<file path="config.mk">
export PLATFORM = sky130hd
export DESIGN_NAME = atipc_top
export DESIGN_NICKNAME = d
export VERILOG_FILES = /design/src/logic/atipc_ahb_slave.v /design/src/logic/atipc_irq_pin.v /design/src/logic/atipc_top.v
export VERILOG_INCLUDE_DIRS = /design/src /design/src/logic
export SDC_FILE = /design/constraint.sdc
export NUM_CORES = 1
export LEC_CHECK = 0
export BUFFER_PORTS_ARGS = -buffer_cell sky130_fd_sc_hd__buf_2
export CAP_MARGIN = 10
export CORE_MARGIN = 2
export CORE_UTILIZATION = 47
export CTS_BUF_LIST = sky130_fd_sc_hd__clkbuf_4
export CTS_CLUSTER_SIZE = 12
export DETAILED_ROUTE_END_ITERATION = 8
export GPL_TIMING_DRIVEN = 0
export HOLD_SLACK_MARGIN = 0.06
export PLACE_DENSITY_LB_ADDON = 0.1
export SETUP_SLACK_MARGIN = 0.15
export SYNTH_ARGS = -nofsm -noshare
export SYNTH_HDL_FRONTEND = slang
export SYNTH_SLANG_ARGS = --single-unit
</file>
<file path="constraint.sdc">
create_clock -name hclk -period 8.2 [get_ports hclk]
set_input_delay 0.82 -clock hclk [delete_from_list [all_inputs] [get_ports hclk]]
set_output_delay 0.82 -clock hclk [all_outputs]
set_load 0.02 [all_outputs]
</file>
<file path="src/logic/atipc_consts.vh">
// Constants of the alarm target and interrupt pin control block.
// Overview of operation
// Reserved bits 7..6 of the acquisition register and bits 7..6 and 3..2 of the pin register read zero and ignore writes.
// With the capture bit set, the next output sample is stored as the alarm targets.
// Software sets the capture bit at least once before relying on captured targets.
// One capture happens per fresh zero-to-one setting of the capture bit.
// The alarm-source bit picks programmed targets at zero and captured values at one.
// The four-bit exponent sets the acquisition interval to two to its power in seconds.
// Pin A polarity bit: zero gives active low, one gives active high.
// Pin A drive bit: zero gives push-pull, one gives open-drain.
// Pin B polarity bit: zero gives active low, one gives active high.
// Pin B drive bit: zero gives push-pull, one gives open-drain.
// An event flag reaches the router only while its enable bit is one.
// Enable bits 7..3 are data ready, FIFO, pressure window, temperature window, pressure threshold.
// Enable bits 2..0 are temperature threshold, pressure change, temperature change.
// A routing bit sends its enabled interrupt to pin B at zero and pin A at one.
// All enabled interrupts routed to one pin are ORed together.
// Each pin follows its polarity; open-drain drives only the active level.
`ifndef ATIPC_CONSTS_VH
`define ATIPC_CONSTS_VH
`define ATIPC_IDX_ACQ      8'h27
`define ATIPC_IDX_PINCFG   8'h28
`define ATIPC_IDX_IEN      8'h29
`define ATIPC_IDX_ROUTE    8'h2A
`define ATIPC_IDX_PTGT_HI  8'h30
`define ATIPC_IDX_PTGT_LO  8'h31
`define ATIPC_IDX_TTGT     8'h32
`define ATIPC_IDX_STATUS   8'h33
`define ATIPC_IDX_MASK     8'h34
`define ATIPC_RST_VAL      8'h00
`define ATIPC_ACQ_WMASK    8'h3F
`define ATIPC_PIN_WMASK    8'h33
`define ATIPC_ACQ_LOAD     5
`define ATIPC_ACQ_SEL      4
`define ATIPC_ACQ_EXP_MSB  3
`define ATIPC_ACQ_EXP_LSB  0
`define ATIPC_PIN_A_POL    5
`define ATIPC_PIN_A_OD     4
`define ATIPC_PIN_B_POL    1
`define ATIPC_PIN_B_OD     0
`define ATIPC_HSIZE_WORD   3'h2
`define ATIPC_HTRANS_NSEQ  2'h2
`define ATIPC_STEP_SEC     1
`define ATIPC_CLK_HZ       100000000
`endif

</file>
<file path="src/logic/atipc_ahb_slave.v">
// AHB-Lite slave front end: address phase capture and register strobes.
`default_nettype none
module atipc_ahb_slave (
   input  wire        hclk,
   input  wire        hresetn,
   input  wire        hsel,
   input  wire [31:0] haddr,
   input  wire [1:0]  htrans,
   input  wire        hwrite,
   input  wire [2:0]  hsize,
   input  wire        hready,
   input  wire [31:0] hwdata,
   input  wire [7:0]  rd_data,
   output wire [7:0]  rd_idx,
   output reg  [31:0] hrdata,
   output reg         hreadyout,
   output reg         hresp,
   output wire        wr_stb,
   output reg  [7:0]  wr_idx,
   output wire [7:0]  wr_data
);
`include "atipc_consts.vh"
   wire       take;
   wire       inmap;
   reg        wr_pend_reg;

   // Word accesses inside the first kilobyte are decoded; others are ignored.
   assign inmap   = (haddr[31:10] == 22'h000000) && (haddr[1:0] == 2'h0);
   assign take    = hsel && hready && (htrans == `ATIPC_HTRANS_NSEQ)
                    && (hsize == `ATIPC_HSIZE_WORD) && inmap;
   assign rd_idx  = haddr[9:2];
   assign wr_stb  = wr_pend_reg;
   assign wr_data = hwdata[7:0];

   always @(posedge hclk or negedge hresetn) begin
      if (!hresetn) begin
         wr_pend_reg <= 1'b0;
         wr_idx      <= 8'h00;
         hrdata      <= 32'h00000000;
         hreadyout   <= 1'b0;
         hresp       <= 1'b0;
      end else begin
         hreadyout   <= 1'b1;
         hresp       <= 1'b0;
         wr_pend_reg <= take && hwrite;
         if (take) begin
            wr_idx <= haddr[9:2];
         end
         if (take && !hwrite) begin
            hrdata <= {24'h000000, rd_data};
         end else if (hready) begin
            hrdata <= 32'h00000000;
         end
      end
   end
endmodule // atipc_ahb_slave
`default_nettype wire

</file>
<file path="src/logic/atipc_irq_pin.v">
// Interrupt pin driver with polarity and push-pull or open-drain drive.
`default_nettype none
module atipc_irq_pin (
   input  wire hclk,
   input  wire hresetn,
   input  wire active,
   input  wire polarity,
   input  wire open_drain,
   output reg  pin_out,
   output reg  pin_oe
);
   always @(posedge hclk or negedge hresetn) begin
      if (!hresetn) begin
         pin_out <= 1'b1;
         pin_oe  <= 1'b1;
      end else if (open_drain) begin
         // Open drain only pulls to the active level and otherwise lets go.
         pin_out <= polarity;
         pin_oe  <= active;
      end else begin
         pin_out <= polarity ? active : ~active;
         pin_oe  <= 1'b1;
      end
   end
endmodule // atipc_irq_pin
`default_nettype wire

</file>
<file path="src/logic/atipc_top.v">
// Alarm target selection, acquisition timer and interrupt pin control.
//
// The AHB-Lite slave port is this design's own decision.
`default_nettype none
`include "atipc_consts.vh"
module atipc_top #(
   parameter P_W            = 20,
   parameter T_W            = 12,
   parameter CYCLES_PER_SEC = `ATIPC_STEP_SEC * `ATIPC_CLK_HZ
) (
   input  wire           hclk,
   input  wire           hresetn,
   input  wire           hsel,
   input  wire [31:0]    haddr,
   input  wire [1:0]     htrans,
   input  wire           hwrite,
   input  wire [2:0]     hsize,
   input  wire           hready,
   input  wire [31:0]    hwdata,
   output wire [31:0]    hrdata,
   output wire           hreadyout,
   output wire           hresp,
   input  wire [7:0]     event_flags,
   input  wire           sample_valid,
   input  wire [P_W-1:0] sample_pressure,
   input  wire [T_W-1:0] sample_temperature,
   output reg  [P_W-1:0] alarm_pressure_target,
   output reg  [T_W-1:0] alarm_temperature_target,
   output reg  [3:0]     acquisition_period_exponent,
   output reg            acq_tick,
   output wire           irq_pin_a_out,
   output wire           irq_pin_a_oe,
   output wire           irq_pin_b_out,
   output wire           irq_pin_b_oe,
   output reg            irq
);
   reg  [7:0]     acq_reg;
   reg  [7:0]     pincfg_reg;
   reg  [7:0]     ien_reg;
   reg  [7:0]     route_reg;
   reg  [7:0]     ptgt_hi_reg;
   reg  [7:0]     ptgt_lo_reg;
   reg  [7:0]     ttgt_reg;
   reg  [7:0]     status_reg;
   reg  [7:0]     mask_reg;
   reg            arm_reg;
   reg  [P_W-1:0] cap_p_reg;
   reg  [T_W-1:0] cap_t_reg;
   reg  [31:0]    cyc_reg;
   reg  [15:0]    sec_reg;
   reg  [7:0]     rd_mux;
   reg  [7:0]     clr_mask;
   reg  [7:0]     acq_next;
   wire [7:0]     rd_idx;
   wire           wr_stb;
   wire [7:0]     wr_idx;
   wire [7:0]     wr_data;
   wire [7:0]     gated;
   wire [7:0]     to_a;
   wire [7:0]     to_b;
   wire           wr_acq;
   wire           sec_wrap;
   wire [15:0]    sec_last;

   atipc_ahb_slave u_bus (
      .hclk      (hclk),
      .hresetn   (hresetn),
      .hsel      (hsel),
      .haddr     (haddr),
      .htrans    (htrans),
      .hwrite    (hwrite),
      .hsize     (hsize),
      .hready    (hready),
      .hwdata    (hwdata),
      .rd_data   (rd_mux),
      .rd_idx    (rd_idx),
      .hrdata    (hrdata),
      .hreadyout (hreadyout),
      .hresp     (hresp),
      .wr_stb    (wr_stb),
      .wr_idx    (wr_idx),
      .wr_data   (wr_data)
   );

   always @* begin
      case (rd_idx)
         `ATIPC_IDX_ACQ:     rd_mux = acq_reg;
         `ATIPC_IDX_PINCFG:  rd_mux = pincfg_reg;
         `ATIPC_IDX_IEN:     rd_mux = ien_reg;
         `ATIPC_IDX_ROUTE:   rd_mux = route_reg;
         `ATIPC_IDX_PTGT_HI: rd_mux = ptgt_hi_reg;
         `ATIPC_IDX_PTGT_LO: rd_mux = ptgt_lo_reg;
         `ATIPC_IDX_TTGT:    rd_mux = ttgt_reg;
         `ATIPC_IDX_STATUS:  rd_mux = status_reg;
         `ATIPC_IDX_MASK:    rd_mux = mask_reg;
         default:            rd_mux = 8'h00;
      endcase
   end

   assign wr_acq = wr_stb && (wr_idx == `ATIPC_IDX_ACQ);

   always @* begin
      acq_next = wr_data & `ATIPC_ACQ_WMASK;
      clr_mask = 8'h00;
      if (wr_stb && (wr_idx == `ATIPC_IDX_STATUS)) begin
         clr_mask = wr_data;
      end
   end

   assign gated = event_flags & ien_reg;
   assign to_a  = gated & route_reg;
   assign to_b  = gated & ~route_reg;

   // Control registers written by software.
   always @(posedge hclk or negedge hresetn) begin
      if (!hresetn) begin
         acq_reg     <= `ATIPC_RST_VAL;
         pincfg_reg  <= `ATIPC_RST_VAL;
         ien_reg     <= `ATIPC_RST_VAL;
         route_reg   <= `ATIPC_RST_VAL;
         ptgt_hi_reg <= `ATIPC_RST_VAL;
         ptgt_lo_reg <= `ATIPC_RST_VAL;
         ttgt_reg    <= `ATIPC_RST_VAL;
         mask_reg    <= `ATIPC_RST_VAL;
      end else if (wr_stb) begin
         case (wr_idx)
            `ATIPC_IDX_ACQ:     acq_reg     <= acq_next;
            `ATIPC_IDX_PINCFG:  pincfg_reg  <= wr_data & `ATIPC_PIN_WMASK;
            `ATIPC_IDX_IEN:     ien_reg     <= wr_data;
            `ATIPC_IDX_ROUTE:   route_reg   <= wr_data;
            `ATIPC_IDX_PTGT_HI: ptgt_hi_reg <= wr_data;
            `ATIPC_IDX_PTGT_LO: ptgt_lo_reg <= wr_data;
            `ATIPC_IDX_TTGT:    ttgt_reg    <= wr_data;
            `ATIPC_IDX_MASK:    mask_reg    <= wr_data;
            default:            ;
         endcase
      end
   end

   // Sticky status of enabled events; a new event wins over a clear.
   always @(posedge hclk or negedge hresetn) begin
      if (!hresetn) begin
         status_reg <= `ATIPC_RST_VAL;
         irq        <= 1'b0;
      end else begin
         status_reg <= (status_reg & ~clr_mask) | gated;
         irq        <= |(status_reg & mask_reg);
      end
   end

   // Target capture arms only on a fresh zero-to-one write of the capture bit.
   always @(posedge hclk or negedge hresetn) begin
      if (!hresetn) begin
         arm_reg   <= 1'b0;
         cap_p_reg <= {P_W{1'b0}};
         cap_t_reg <= {T_W{1'b0}};
      end else begin
         if (wr_acq && acq_next[`ATIPC_ACQ_LOAD] && !acq_reg[`ATIPC_ACQ_LOAD]) begin
            arm_reg <= 1'b1;
         end else if (wr_acq && !acq_next[`ATIPC_ACQ_LOAD]) begin
            // Clearing the capture bit before a sample arrives cancels the pending load.
            arm_reg <= 1'b0;
         end else if (sample_valid && arm_reg) begin
            arm_reg <= 1'b0;
         end
         if (sample_valid && arm_reg) begin
            cap_p_reg <= sample_pressure;
            cap_t_reg <= sample_temperature;
         end
      end
   end

   // Programmed targets sit in the top bits; the low bits are zero.
   always @(posedge hclk or negedge hresetn) begin
      if (!hresetn) begin
         alarm_pressure_target    <= {P_W{1'b0}};
         alarm_temperature_target <= {T_W{1'b0}};
      end else if (acq_reg[`ATIPC_ACQ_SEL]) begin
         alarm_pressure_target    <= cap_p_reg;
         alarm_temperature_target <= cap_t_reg;
      end else begin
         alarm_pressure_target    <= {ptgt_hi_reg, ptgt_lo_reg, {(P_W-16){1'b0}}};
         alarm_temperature_target <= {ttgt_reg, {(T_W-8){1'b0}}};
      end
   end

   // Acquisition timer: a one-cycle tick every 2**exponent seconds.
   assign sec_wrap = (cyc_reg == CYCLES_PER_SEC - 1);
   assign sec_last = (16'h0001 << acq_reg[`ATIPC_ACQ_EXP_MSB:`ATIPC_ACQ_EXP_LSB]) - 16'h0001;

   always @(posedge hclk or negedge hresetn) begin
      if (!hresetn) begin
         cyc_reg                     <= 32'h00000000;
         sec_reg                     <= 16'h0000;
         acq_tick                    <= 1'b0;
         acquisition_period_exponent <= 4'h0;
      end else begin
         acquisition_period_exponent <= acq_reg[`ATIPC_ACQ_EXP_MSB:`ATIPC_ACQ_EXP_LSB];
         acq_tick                    <= 1'b0;
         if (wr_acq) begin
            // Any write to the acquisition register restarts the interval.
            cyc_reg <= 32'h00000000;
            sec_reg <= 16'h0000;
         end else if (sec_wrap) begin
            cyc_reg <= 32'h00000000;
            if (sec_reg >= sec_last) begin
               sec_reg  <= 16'h0000;
               acq_tick <= 1'b1;
            end else begin
               sec_reg <= sec_reg + 16'h0001;
            end
         end else begin
            cyc_reg <= cyc_reg + 32'h00000001;
         end
      end
   end

   atipc_irq_pin u_pin_a (
      .hclk       (hclk),
      .hresetn    (hresetn),
      .active     (|to_a),
      .polarity   (pincfg_reg[`ATIPC_PIN_A_POL]),
      .open_drain (pincfg_reg[`ATIPC_PIN_A_OD]),
      .pin_out    (irq_pin_a_out),
      .pin_oe     (irq_pin_a_oe)
   );

   atipc_irq_pin u_pin_b (
      .hclk       (hclk),
      .hresetn    (hresetn),
      .active     (|to_b),
      .polarity   (pincfg_reg[`ATIPC_PIN_B_POL]),
      .open_drain (pincfg_reg[`ATIPC_PIN_B_OD]),
      .pin_out    (irq_pin_b_out),
      .pin_oe     (irq_pin_b_oe)
   );
endmodule // atipc_top
`default_nettype wire

</file>
==> results of run 1 <==
[routing by layer]
layer / wire (um) / track usage / part of all wire
met3: 1700 / 0.0486 / 0.068
met1: 11500 / 0.327 / 0.46
met2: 11300 / 0.350 / 0.45
met4: 446 / 0.0667 / 0.018
met5: 0 / 0 / 0
[worst max-delay path by stage]
stage	cells after the start	end	slack [ns]
after floorplan	15	sec_reg[2]$_DFFE_PN0P_	4.66
final	15	sec_reg[8]$_DFFE_PN0P_	4.10
after detailed placement	15	sec_reg[3]$_DFFE_PN0P_	4.13
after CTS	15	sec_reg[8]$_DFFE_PN0P_	4.11
after global placement	1	ien_reg[1]$_DFFE_PN0P_	2.69
after global routing	15	sec_reg[8]$_DFFE_PN0P_	3.71
[area by class of cell]
class	count	area, sq um	share of cell area
clock buffers	84	631	0.0536
diodes	1	2.50	0.000213
inverters	19	71.3	0.00606
plain buffers	59	317	0.0269
clock inverters	18	76.3	0.00649
multi-input cells	620	4420	0.375
repair buffers	137	718	0.0611
well taps	275	344	0.0293
flip-flops and latches	207	5180	0.441
[metrics by stage]
stage	hold slack, ns	area [sq um]
after detailed placement	0.363	11100
after floorplan	0.352	9990
after global placement	0.356	11000
after CTS	0.171	11800
after global routing	0.210	11800
final	0.167	11800
[power groups by stage]
stage	registers [uW]	clock network (uW)	logic, uW
CTS	1070	925	159
detailed placement	1090	0	158
global route	1070	980	172
global placement	1090	0	154
floorplan	1100	0	64.4
finish	1070	895	157
[cells in the final DEF, fill, tap and decap left out, types with 15 or more instances in the layout]
master	synthesis	final
dfrtp_1	203	203
buf_4	25	25
xor2_1	24	24
clkbuf_1	27	27
inv_1	19	19
a22oi_1	17	17
buf_2	1	136
nand2_1	72	72
nor2_1	64	64
ha_1	19	19
xnor2_1	15	15
clkbuf_4	0	84
nand4_1	21	21
conb_1	2	27
nor4_1	15	15
a21oi_1	24	24
nand3_1	34	34
mux2_2	121	121
o22ai_1	21	21
o21ai_0	20	20
[logic make-up (layout without fill, tap and decap cells)]
| kind of cell | Yosys count | in the layout | synth area share |
|---|---|---|---|
| and+or+nand+nor | 289 | 289 | 0.152 |
| xor gates and xnor gates | 39 | 39 | 0.0345 |
| DFF | 207 | 207 | 0.524 |
| buffers and inverters | 78 | 317 | 0.0392 |
| adders and majority gates | 19 | 19 | 0.0240 |
| other | 2 | 28 | 0.000759 |
| muxes | 133 | 133 | 0.150 |
| AOI/OAI and AO/OA | 113 | 113 | 0.0754 |
==> results.txt, run 1 <==
- Result of the run: finished clean
* Count of nets left with antenna violations after detail routing: 0
* P_leak: approximately 0.0056 uW
- DP Worst Slack: roughly 4.1 ns
- Half-perimeter wire length after placement: 17900 um
- For the pin with the worst max-slew slack, the measured transition is roughly 0.99 ns.
- Period utilisation layout: 0.500
- The setup path with the least slack is of type reg -> reg.
- The share of total power dissipated in the clock network is 0.422.
* Via Count: between 7000 and 8000
* Nets: roughly 1200
* Fill count: about 1900
- Clock-pin slew was measured on the worst setup and hold paths at ~0.060 ns.
- Longest individual stage delay on the worst path: around 0.38 ns
- Minimum clock period after layout: 4.10 ns
- After synthesis the netlist holds a flip-flop and latch count of around 210.
- Area overhead of the layout relative to synthesis: 18.9%
- Max-cap violation count: 0
- Among all cell types in the netlist, the one instantiated most often is dfrtp_1.
- Of all flip-flops after synthesis, the portion carrying an async set or reset was 1.00.
- Highest-delay cell along the critical path: or2_2
- Buffers inserted during clock tree synthesis total between 50 and 60.
- Share of total power consumed by net switching: 0.252
* Postcts setup bufs: 0
* Critical Path Source: acq_reg[0]$_DFFE_PN0P_
- Syn Area/Cell: around 11 sq um
* Capture point of the worst reg-to-reg path: sec_reg[8]$_DFFE_PN0P_
- The worst register-to-register path begins at acq_reg[0]$_DFFE_PN0P_.
- Final max-slew violation count: 0
- Overall power after layout: ~2100 uW
- Sequential Power Share: 0.504
* Worst Reg-to-Reg Cells: 15
- The clock drives approximately 210 sinks.
- The worst setup path is launched from a flip-flop.
- From bottom edge to top edge, the die measures about 150 um.
- Max Fclk: about 240 MHz
- Crit path setup slack, layout: 4.10 ns
* Number of detailed-routing iterations run before antenna repair: 5
- The final hold violation count is 0.
- The die covers ~22000 sq um.
- Data arrival time of the critical path: approximately 4.6 ns
* Drt drc: 0
* Data required time at the worst endpoint: about 8.7 ns
* Total of cells resized after clock tree synthesis: 0
* Headroom to the max-slew limit: 0.332
* Cells after Synth: a little under 900
- The number of placed instances, taps included, is roughly 1300.
- Gr usage total: 0.228
- Max reg flops: 32
* Peak supply drop: roughly 96 uV
- Clock root buffer master: clkbuf_4
* Worst reg-to-reg setup slack: just over 4 ns
* Worst-path cell chain: clkbuf_1 > or2_2 > or3_1 > ha_1 > clkbuf_1 > nor4b_1 > a21oi_1 > o22a_1 > ha_1 > nand4_1 > nor4_1 > a32oi_1 > a211o_1 > nand2_1 > nor2_1
* Die Width: approximately 150 um
- Aggregate negative setup slack: 0 ns
- Routed wire length: 24900 um
* Maximum number of pins on one net before global-route repair: around 110
* Cell area after technology mapping: just under 10000 sq um
* Layout cells sized above 1: 0.342
- For this configuration, the core starts out at a cell density of 0.475.
- The clock tree synthesis step divided the H-tree into 2 levels.
- For this design the ratio of total power to cell area is 181 nW/um^2.
- The first global-routing pass estimated between 30000 and 40000 um of wire.
- Critical Path Sink Type: flip-flop
* Synth cell types: between 50 and 60
- Std-Cell Core Area: ~21000 sq um
- Post-cts hold buffer count: 0
- Crit-path leading delay family: simple AND/OR/NAND/NOR gates
- The worst hold path belongs to the class in -> async.
- In this run the worst path has a maximum fanout of 10.
- Clock network latency to the later pin of the worst-skew pair: 0.67 ns
- Routability Congestion: between 0.8 and 0.9
* Leading register cell type out of synthesis: dfrtp_1
* Vias in the first global route: about 7300
* Final setup violating endpoints: 0
* Fin Clk Skew: 0.0284 ns
- Iteration-0 DRC Markers: 384
- RSZ-0062 raised after global routing: no
- Summed over all nets, the switching power comes to 534 uW.
- The synthesized design contains 0 enable-type register cells.
* Mean routed wirelength per cell: between 15 and 20 um
- Internal power: 1590 uW
- For this run, the register share of the synthesized area comes to 0.524.
- The share of total power dissipated in combinational logic is 0.074.
- I/O pins: 191
- Most frequent cells after synthesis: dfrtp_1 (203), mux2_2 (121), nand2_1 (72), nor2_1 (64), nand3_1 (34)
- The largest total area in the synthesized netlist belongs to dfrtp_1.
* Longest Clk Path Bufs: 3
* Via count normalized by instance count: roughly 5.3
* Fraction of the core area covered by cells at the end of the flow: 0.565
* Number of antenna violations at the first check in global routing: 1
* TritonCTS clock tree: done
- Of the post-synthesis cell area, the dominant cell type holds 0.513.
- For this run, the number of Yosys warnings is 0.
- Cell types with the largest area share after synthesis: dfrtp_1 (51%), mux2_2 (14%), nand2_1 (2.7%)
- Post-Layout Cell Count: 1420
- The floorplan has 53 rows.
- Total gr overflow: 0
* Count of input and output buffers: 136
- The number of buffers and inverters on the critical path is 2.
(Power assumes the default switching activity.)
==> inputs of run 2 (changes only) <==
--- a/config.mk
+++ b/config.mk
@@ -6,6 +6,7 @@
 export SDC_FILE = /design/constraint.sdc
 export NUM_CORES = 1
 export LEC_CHECK = 0
+export ABC_AREA = 1
 export BUFFER_PORTS_ARGS = -buffer_cell sky130_fd_sc_hd__buf_2
 export CAP_MARGIN = 10
 export CORE_MARGIN = 2
==> constraint.sdc (replaced) <==
create_clock -name hclk -period 4.07 [get_ports hclk]
set_input_delay 0.407 -clock hclk [delete_from_list [all_inputs] [get_ports hclk]]
set_output_delay 0.407 -clock hclk [all_outputs]
set_load 0.02 [all_outputs]
==> run 2 against run 1 <==
Against the previous run:
- first-iteration DRC count increased by 63%
- die area increased by 6.3%
- power increased by 100%
- sequential power increased by 99%
- wire length increased by 19%
- synthesized cell count increased by 46%
- via count increased by 26%
- sequential share of layout area decreased by 4.0 points
- sequential cell count unchanged
- fmax increased by 40%
- combinational power increased by 120%
- largest cell class unchanged
- highest routed layer unchanged
==> results.txt, run 2 <==
* #FFs+latches synth: 207 (unchanged)
* Share of synthesized registers carrying an async set or reset: 1.00 (unchanged)
- Total Die Area: 23600 sq um (+6.3%)
- The number of nets in the layout was 1697 (+38%).
* Post-cts hold buffer count: 53 (+53)
* Placed instance count: 1732 (+32%)
- The starting density of the core was 0.481 (+0.00596).
- The post-CTS setup buffer count is 0 (unchanged).
- Result of the run: finished clean
- Cells after Synth: 1285 (+46%)
- The fraction of power spent switching nets was 0.262 (+0.0108).
* Data required time at the worst endpoint: 4.68 ns (-4.05 ns)
- The data arrival time of the critical path was 3.55 ns (-1.08 ns).
- The sum of routed wire length over all layers is 29700 um (+19%).
- The part of the total power dissipated in sequential elements is 0.501 (-0.003).
* Max reg flops: 32 (unchanged)
* Count of input and output buffers: 141 (+3.7%)
- Main combinational cell family by area after synthesis: simple AND/OR/NAND/NOR gates
- Post-synth top area share: 0.482 (-0.0311)
* Power share of the combinational group: 0.083 (+0.009)
- Synth cell types: 40 (-26%)
- The leakage dissipation was 0.00687 uW (+22%).
- The number of resized instances in the post-cts repair step was 0 (unchanged).
* Half-perimeter wire length after placement: 21700 um (+21%)
- Crit Path Class: reg -> reg
* Fin Clk Skew: 0.0442 ns (+0.0158 ns)
- Proportion of power drawn by the clock network: 0.415 (-0.007)
- Most frequent cells after synthesis: nand2_1 (312), dfrtp_1 (203), nor2_1 (156), inv_1 (141), o21ai_0 (114)
- The total of warnings raised by yosys is 0 (unchanged).
- Worst min path class: in -> reg
- The antenna violation net count after detailed routing came to 0 (unchanged).
* Clock network latency to the later pin of the worst-skew pair: 0.71 ns (+0.04 ns)
* Maximum number of pins on one net before global-route repair: 121 (+8.0%)
- Fill count: 2051 (+9.0%)
- The maximum fanout along the worst path is 10 (unchanged).
- The number of setup violations in the final report was 0 (unchanged).
- The actual slew at the worst max-slew pin was 0.752 ns (-0.243 ns).
* TritonCTS buffer count: 56 (unchanged)
- The maximum ir drop on the vdd rail is 252 uV (+160%).
- Setup repair after global routing left no endpoint under its margin.
- Cell area after technology mapping: 10500 sq um (+6.4%)
- Count of flip-flops with a built-in enable after synthesis: 0 (unchanged)
- Total gr overflow: 0 (unchanged)
* Number of detailed-routing iterations run before antenna repair: 5 (unchanged)
* Max-cap violation count: 0 (unchanged)
- I/O pins: 191 (unchanged)
* Sequential element share of the synthesized area: 0.492 (-0.0317)
- Tightest hold margin: 0.118 ns (-0.0489 ns)
* Top library cells by usage in the layout, fill and taps aside: nand2_1 (312), dfrtp_1 (203), nor2_1 (156)
- The highest achievable clock rate is 341 MHz (+40%).
- The parity-gate share of the synthesized area counting xor and xnor cells came to 0.0158 (-0.0187).
- Layout cells sized above 1: 0.205 (-0.136)
* Leading register cell type out of synthesis: dfrtp_1
* Number of antenna violations at the first check in global routing: 1 (unchanged)
- Std-Cell Core Area: 21900 sq um (+5.1%)
* Site row count: 54 (+1.9%)
- Via Count: 9509 (+26%)
- The detail-routed via count per cell is 5.05 (-4.9%).
- Complex-gate fraction of the synthesized area: 0.0739 (-0.00148)
- Die Width: 154 um (+3.1%)
- Routability Congestion: 0.945 (+7.7%)
- The post-CTS clock slew at the launch and capture registers of the worst setup and hold paths is 0.07 ns (about the same).
* Gr usage total: 0.254 (+0.0258)
- Final max-slew violation count: 0 (unchanged)
- The final non-filler cell area is 12900 sq um (+9.9%).
* Power density over the cells: 329 nW/um^2 (+82%)
* Portion of netlist area occupied by mux cells: 0.0535 (-0.0964)
* Clock root buffer master: clkbuf_4
* Area overhead of the layout relative to synthesis: 22.7%
- Longest Clk Path Bufs: 3 (unchanged)
- TritonCTS built the clock tree.
- The count of clock tree sinks was 207 (unchanged).
- The sequential cell area is 5180 sq um (unchanged).
- Critical Path Sink Type: flip-flop
* Mean routed wirelength per cell: 15.8 um (-10%)
- Basic-gate share of the synthesized area counting and, or, nand and nor cells: 0.260 (+0.107)
- The headroom to the max-slew limit is 0.499 (+0.167).
* Largest area contributor in the netlist: dfrtp_1
* Global-route wire length before repair: 47700 um (+21%)
- The minimum clock period came to 2.94 ns (-1.16 ns).
* Adder-cell share of the synthesized area: 0.0226 (-0.00146)
- Post-Layout Cell Count: 1882 (+33%)
* Switching pwr: 1120 uW (+110%)
- Number of hold-slack violations in the final timing report: 0 (unchanged)
- The via count of the first global-routing pass came to 9330 (+28%).
- Number of levels in the clock H-tree: 2 (unchanged)
- The utilization after layout came to 0.591 (+0.0258).
- Leaving out fill and tap cells, the most frequent cell in the layout is nand2_1.
* Combined area of the multi-input logic cells: 4580 sq um (+3.8%)
- Most used standard cell by instance count after synthesis: nand2_1
- The average instance area after synthesis came to 8.20 sq um (-27%).
* Drt drc: 0 (unchanged)
- Height of the die: 154 um (+3.1%)
- Period utilisation layout: 0.721 (+0.221)
* Startpoint types: flip-flop
- Cell types with the largest area share after synthesis: dfrtp_1 (48%), nand2_1 (11%), nor2_1 (5.6%)
- The cell internal power dissipation is 3140 uW (+97%).
- Standard cell area after detailed placement: 11700 sq um (+6.1%)
* Iteration-0 DRC Markers: 626 (+63%)
[run 2: cell count changes in the layout (fill, tap and decap cells not counted), sizes merged, moves of 17 or more]
cell / before / now
a22oi: 17 / 0
nand3: 34 / 102
inv: 21 / 144
o21ai: 20 / 114
clkbuf: 111 / 90
mux2: 121 / 50
dlygate4sd3: 0 / 53
nor2: 64 / 162
nand2: 72 / 317
[run 2: worst paths after layout]
check                      cells past startpoint                    from                                        to  slack (ns)
max in group asynchronous                      3                 hresetn       alarm_pressure_target[18]$_DFF_PN0_        2.74
max                                           17  acq_reg[2]$_DFFE_PN0P_                    sec_reg[6]$_DFFE_PN0P_        1.13
min reg2reg                                    0  acq_reg[1]$_DFFE_PN0P_  acquisition_period_exponent[1]$_DFF_PN0_        0.40
min                                            3               hwdata[6]                   ttgt_reg[6]$_DFFE_PN0P_        0.12
max reg2reg                                   17  acq_reg[2]$_DFFE_PN0P_                    sec_reg[6]$_DFFE_PN0P_        1.13
min in group asynchronous                      2                 hresetn                     cyc_reg[12]$_DFF_PN0_        0.29
[run 2: routing by layer]
layer	vias to the layer above	wire length (um)	global-route usage
met5	-	0	0
met2	300	14200	0.429
met3	64	1730	0.0490
li1	4716	-	-
met1	4429	12900	0.330
met4	0	803	0.0821
[run 2: kinds of logic (layout without fill, tap and decap cells)]
family | after synthesis | in the layout
and+or+nand+nor | 645 | 645
DFF | 207 | 207
buffers and inverters | 194 | 485
AOI/OAI and AO/OA | 149 | 149
muxes | 50 | 50
adders and majority gates | 19 | 19
xor gates and xnor gates | 19 | 19
other | 2 | 28
[run 2: per-stage QoR]
stage	total power, uW	setup WS [ns]	TNS, ns
finish	4250	1.13	0
global route	4450	0.775	0
CTS	4310	1.11	0
detailed placement	2480	1.14	0
global placement	2480	-0.975	-195.28
floorplan	2330	1.65	0
[run 2: worst max-delay path, stage by stage, from the launching register on]
cell,delay (ns)
dfrtp_1,0.42
clkbuf_1,0.23
nor2_1,0.25
nand2_1,0.14
ha_1,0.27
nand2_1,0.10
xor2_1,0.14
inv_1,0.05
ha_1,0.26
nand2_1,0.07
inv_1,0.05
nand2_1,0.07
a21oi_1,0.06
nor2_1,0.21
nand2_1,0.11
nand2_1,0.08
nand2_1,0.18
nor2_1,0.16
[run 2: layout make-up]
type	instances	share of cell area
antenna	1	0.000194
buffer	51	0.0250
tap	280	0.0271
timing repair buffer	195	0.0985
clock buffer	76	0.0441
multi-input combinational	909	0.354
inverter	143	0.0415
sequential	207	0.401
clock inverter	20	0.00803
[run 2: power by group through the flow]
stage               clock [uW]  combinational, uW  sequential (uW)
floorplan                    0                122             2200
global placement             0                306             2170
detailed placement           0                315             2170
CTS                       1830                355             2130
global route              1930                386             2140
finish                    1770                353             2130
==> inputs of run 3 (changes only) <==
--- a/config.mk
+++ b/config.mk
@@ -6,7 +6,7 @@
 export SDC_FILE = /design/constraint.sdc
 export NUM_CORES = 1
 export LEC_CHECK = 0
-export ABC_AREA = 1
+export ABC_AREA = 0
 export BUFFER_PORTS_ARGS = -buffer_cell sky130_fd_sc_hd__buf_2
 export CAP_MARGIN = 10
 export CORE_MARGIN = 2
==> constraint.sdc (replaced) <==
create_clock -name hclk -period 2.44 [get_ports hclk]
set_input_delay 0.244 -clock hclk [delete_from_list [all_inputs] [get_ports hclk]]
set_output_delay 0.244 -clock hclk [all_outputs]
set_load 0.02 [all_outputs]
==> run 3 against run 2 <==
Against the previous run:
- the flow now finishes with violations (setup timing)
- cell count decreased by 21%
- worst setup slack got worse by 2.1 ns
- clock-buffer cell count increased by 9
- clock power increased by 70%
- sequential share of layout area increased by 0.27 points
- register-to-register slack got worse by 2.1 ns
- sequential power increased by 69%
- non-clock buffer count increased by 26
- sequential cell count unchanged
- power increased by 70%
- global-route usage decreased by 2.0 points
- critical path type unchanged
==> results.txt, run 3 (synthesis gave the netlist of run 1 again) <==
* Result of the run: complete, but fails checks
- The final reports fail on setup timing.
* Final setup violating endpoints: 17 (+17)
* Max-cap violation count: 0 (unchanged)
* Std-Cell Core Area: 20800 sq um (-4.9%)
* Hold Crit Depth: 5 (+2)
- Iteration-0 DRC Markers: 395 (-37%)
- Mean routed wirelength per cell: 17.2 um (+9.3%)
* P_leak: 0.00602 uW (-12%)
* Transition time of the tightest slew-check pin: 1.05 ns (+0.294 ns)
- Initial core utilization: 0.475 (-0.00596)
- Data arrival time of the critical path: 3.93 ns (+0.38 ns)
* Data required time at the worst endpoint: 2.98 ns (-1.70 ns)
- Worst Reg-to-Reg Cells: 16 (-1)
- Combined area of the multi-input logic cells: 4700 sq um (+2.6%)
* TritonCTS buffer count: 55 (-1.8%)
* Startpoint types: flip-flop
- The fraction of power spent switching nets was 0.252 (-0.0103).
- STA classifies the critical path endpoint as a flip-flop.
* Routability Congestion: 0.840 (-11%)
- The utilization after layout was 0.617 (+0.0261).
- RSZ-0062 raised after global routing: yes
* Clock slew seen by the registers of the worst setup and hold paths: 0.06 ns (about the same)
- The height of the die was 149 um (-3.0%).
- The sum of routed wire length over all layers came to 25700 um (-14%).
* Number of detailed-routing iterations run before antenna repair: 5 (unchanged)
- Power share of the combinational group: 0.085 (+0.002)
* Most frequent standard cell in the layout excluding fill and tap cells: dfrtp_1
- Post-Layout Cell Count: 1489 (-21%)
- The critical path is of the reg -> reg type.
* Final max-slew violation count: 0 (unchanged)
- Placed instance count: 1317 (-24%)
- Num Clock Sinks: 207 (unchanged)
- The count of vias placed by the detailed router came to 7861 (-17%).
* Drt drc: 0 (unchanged)
- Switching pwr: 1820 uW (+63%)
- The maximum fanout along the worst path was 7 (-3).
- DP Worst Slack: -1.25 ns (-2.39 ns)
* Via count normalized by instance count: 5.28 (+4.5%)
* Power density over the cells: 563 nW/um^2 (+71%)
- The initial antenna violation count was 1 (unchanged).
- The headroom to the max-slew limit is 0.296 (-0.202).
- The via count of the first global-routing pass came to 7887 (-15%).
- Die Width: 149 um (-3.0%)
* Internal power: 5410 uW (+72%)
- In this run the worst hold path is classified as in -> reg.
- The maximum ir drop on the vdd rail is 369 uV (+46%).
* Area overhead of the layout relative to synthesis: 29.8%
* Top library cells by usage in the layout, fill and taps aside: dfrtp_1 (203), buf_2 (136), mux2_2 (102)
* Layout cells sized above 1: 0.366 (+0.160)
* Gr usage total: 0.233 (-0.0201)
- Period utilisation layout: 1.39 (+0.668)
- Sequential Power Share: 0.498 (-0.003)
- Maximum number of pins on one net before global-route repair: 119 (-1.7%)
- Clock network latency to the later pin of the worst-skew pair: 0.70 ns (about the same)
- Half-perimeter wire length after placement: 17700 um (-18%)
- The minimum clock period was 3.39 ns (+0.454 ns).
* Max Fclk: 295 MHz (-13%)
- The die area came to 22200 sq um (-5.9%).
- The number of top-level design ports was 191 (unchanged).
- CTS placed an instance of clkbuf_4 at the clock tree root.
- Fin Clk Skew: 0.0664 ns (+0.0222 ns)
- The sequential cell area was 5180 sq um (unchanged).
- Fill count: 1763 (-14%)
- Max reg flops: 32 (unchanged)
- The number of core rows is 53 (-1.9%).
- Proportion of power drawn by the clock network: 0.417 (+0.002)
- Global-route wire length before repair: 40800 um (-14%)
* Longest Clk Path Bufs: 3 (unchanged)
* Count of nets left with antenna violations after detail routing: 0 (unchanged)
- The number of levels the H-tree was split into is 2 (unchanged).
- Nets: 1309 (-23%)
- Number of hold-slack violations in the final timing report: 0 (unchanged)
- TritonCTS built the clock tree.
- The number of port buffers is 136 (-3.5%).
- The remaining global-route overflow is 0 (unchanged).
- The worst path setup slack after routing was -0.949 ns (-2.08 ns).
[run 3: cell count changes in the layout (fill, tap and decap cells not counted), sizes merged, moves of 22 or more]
| cell | delta |
|---|---|
| clkbuf | +22 |
| inv | -124 |
| mux2 | +71 |
| nand2 | -245 |
| nand3 | -68 |
| nor2 | -98 |
| o21ai | -94 |
[run 3: power by group through the flow]
stage                     clock [uW]  sequential, uW  combinational (uW)
final                           3010            3600                 613
after detailed placement           0            3660                 538
after floorplan                    0            3710                 218
after global routing            3320            3610                 667
after CTS                       3120            3600                 615
after global placement             0            3660                 526
[run 3: stage by stage]
stage          total power [uW]  setup TNS (ns)  instance area (sq um)  hold slack [ns]
2_1_floorplan              3920          -11.83                  10100          -0.0516
5_1_grt                    7590          -17.27                  12800           0.0988
4_1_cts                    7330          -16.32                  12700           0.0611
3_3_place_gp               4190         -525.15                  11200            0.356
3_5_place_dp               4200          -24.07                  11200            0.303
6_report                   7230          -15.10                  12800            0.105
[run 3: worst max-delay path, stage by stage (launching register included)]
cell and delay (ns):
dfrtp_1 0.38, clkbuf_8 0.14, or2_4 0.24, or3_4 0.35
ha_4 0.17, clkbuf_16 0.15, buf_6 0.12, nor3_4 0.11
a21o_1 0.13, a32oi_2 0.12, ha_1 0.32, nand2_2 0.07
nor4_2 0.24, a32oi_2 0.21, a211o_1 0.35, nand2_4 0.13
nor2_1 0.06
[run 3: path summary, 6_finish.rpt]
path	end	slack (ns)	startpoint
max reg2reg	sec_reg[2]$_DFFE_PN0P_	-0.95	acq_reg[0]$_DFFE_PN0P_
min reg2reg	acquisition_period_exponent[2]$_DFF_PN0_	0.38	acq_reg[2]$_DFFE_PN0P_
max	sec_reg[2]$_DFFE_PN0P_	-0.95	acq_reg[0]$_DFFE_PN0P_
min	u_bus.wr_idx[0]$_DFFE_PN0P_	0.11	haddr[10]
max in group asynchronous	acquisition_period_exponent[3]$_DFF_PN0_	1.18	hresetn
min in group asynchronous	alarm_pressure_target[2]$_DFF_PN0_	0.16	hresetn
[run 3: layer usage]
layer  vias up  wire, um  track usage
met5         -         0            0
met4         0       493       0.0743
met3        52      1940       0.0627
met2       271     11400        0.358
met1      3799     11900        0.325
li1       3739         -            -
[run 3: area by class of cell]
type / count / area share
Buffer: 59 / 0.0283
Timing Repair Buffer: 213 / 0.115
Sequential cell: 207 / 0.404
Inverter: 19 / 0.00555
Tap cell: 275 / 0.0268
Clock inverter: 9 / 0.00409
Multi-Input combinational cell: 620 / 0.366
Antenna cell: 2 / 0.000390
Clock buffer: 85 / 0.0497
[run 3: repair_timing]
item,in CTS,in global routing
hold buffers,59,0
setup endpoints to repair,65,92
pin swaps,14,9
hold endpoints to repair,192,0
buffers inserted,13,4
resized for setup,25,24
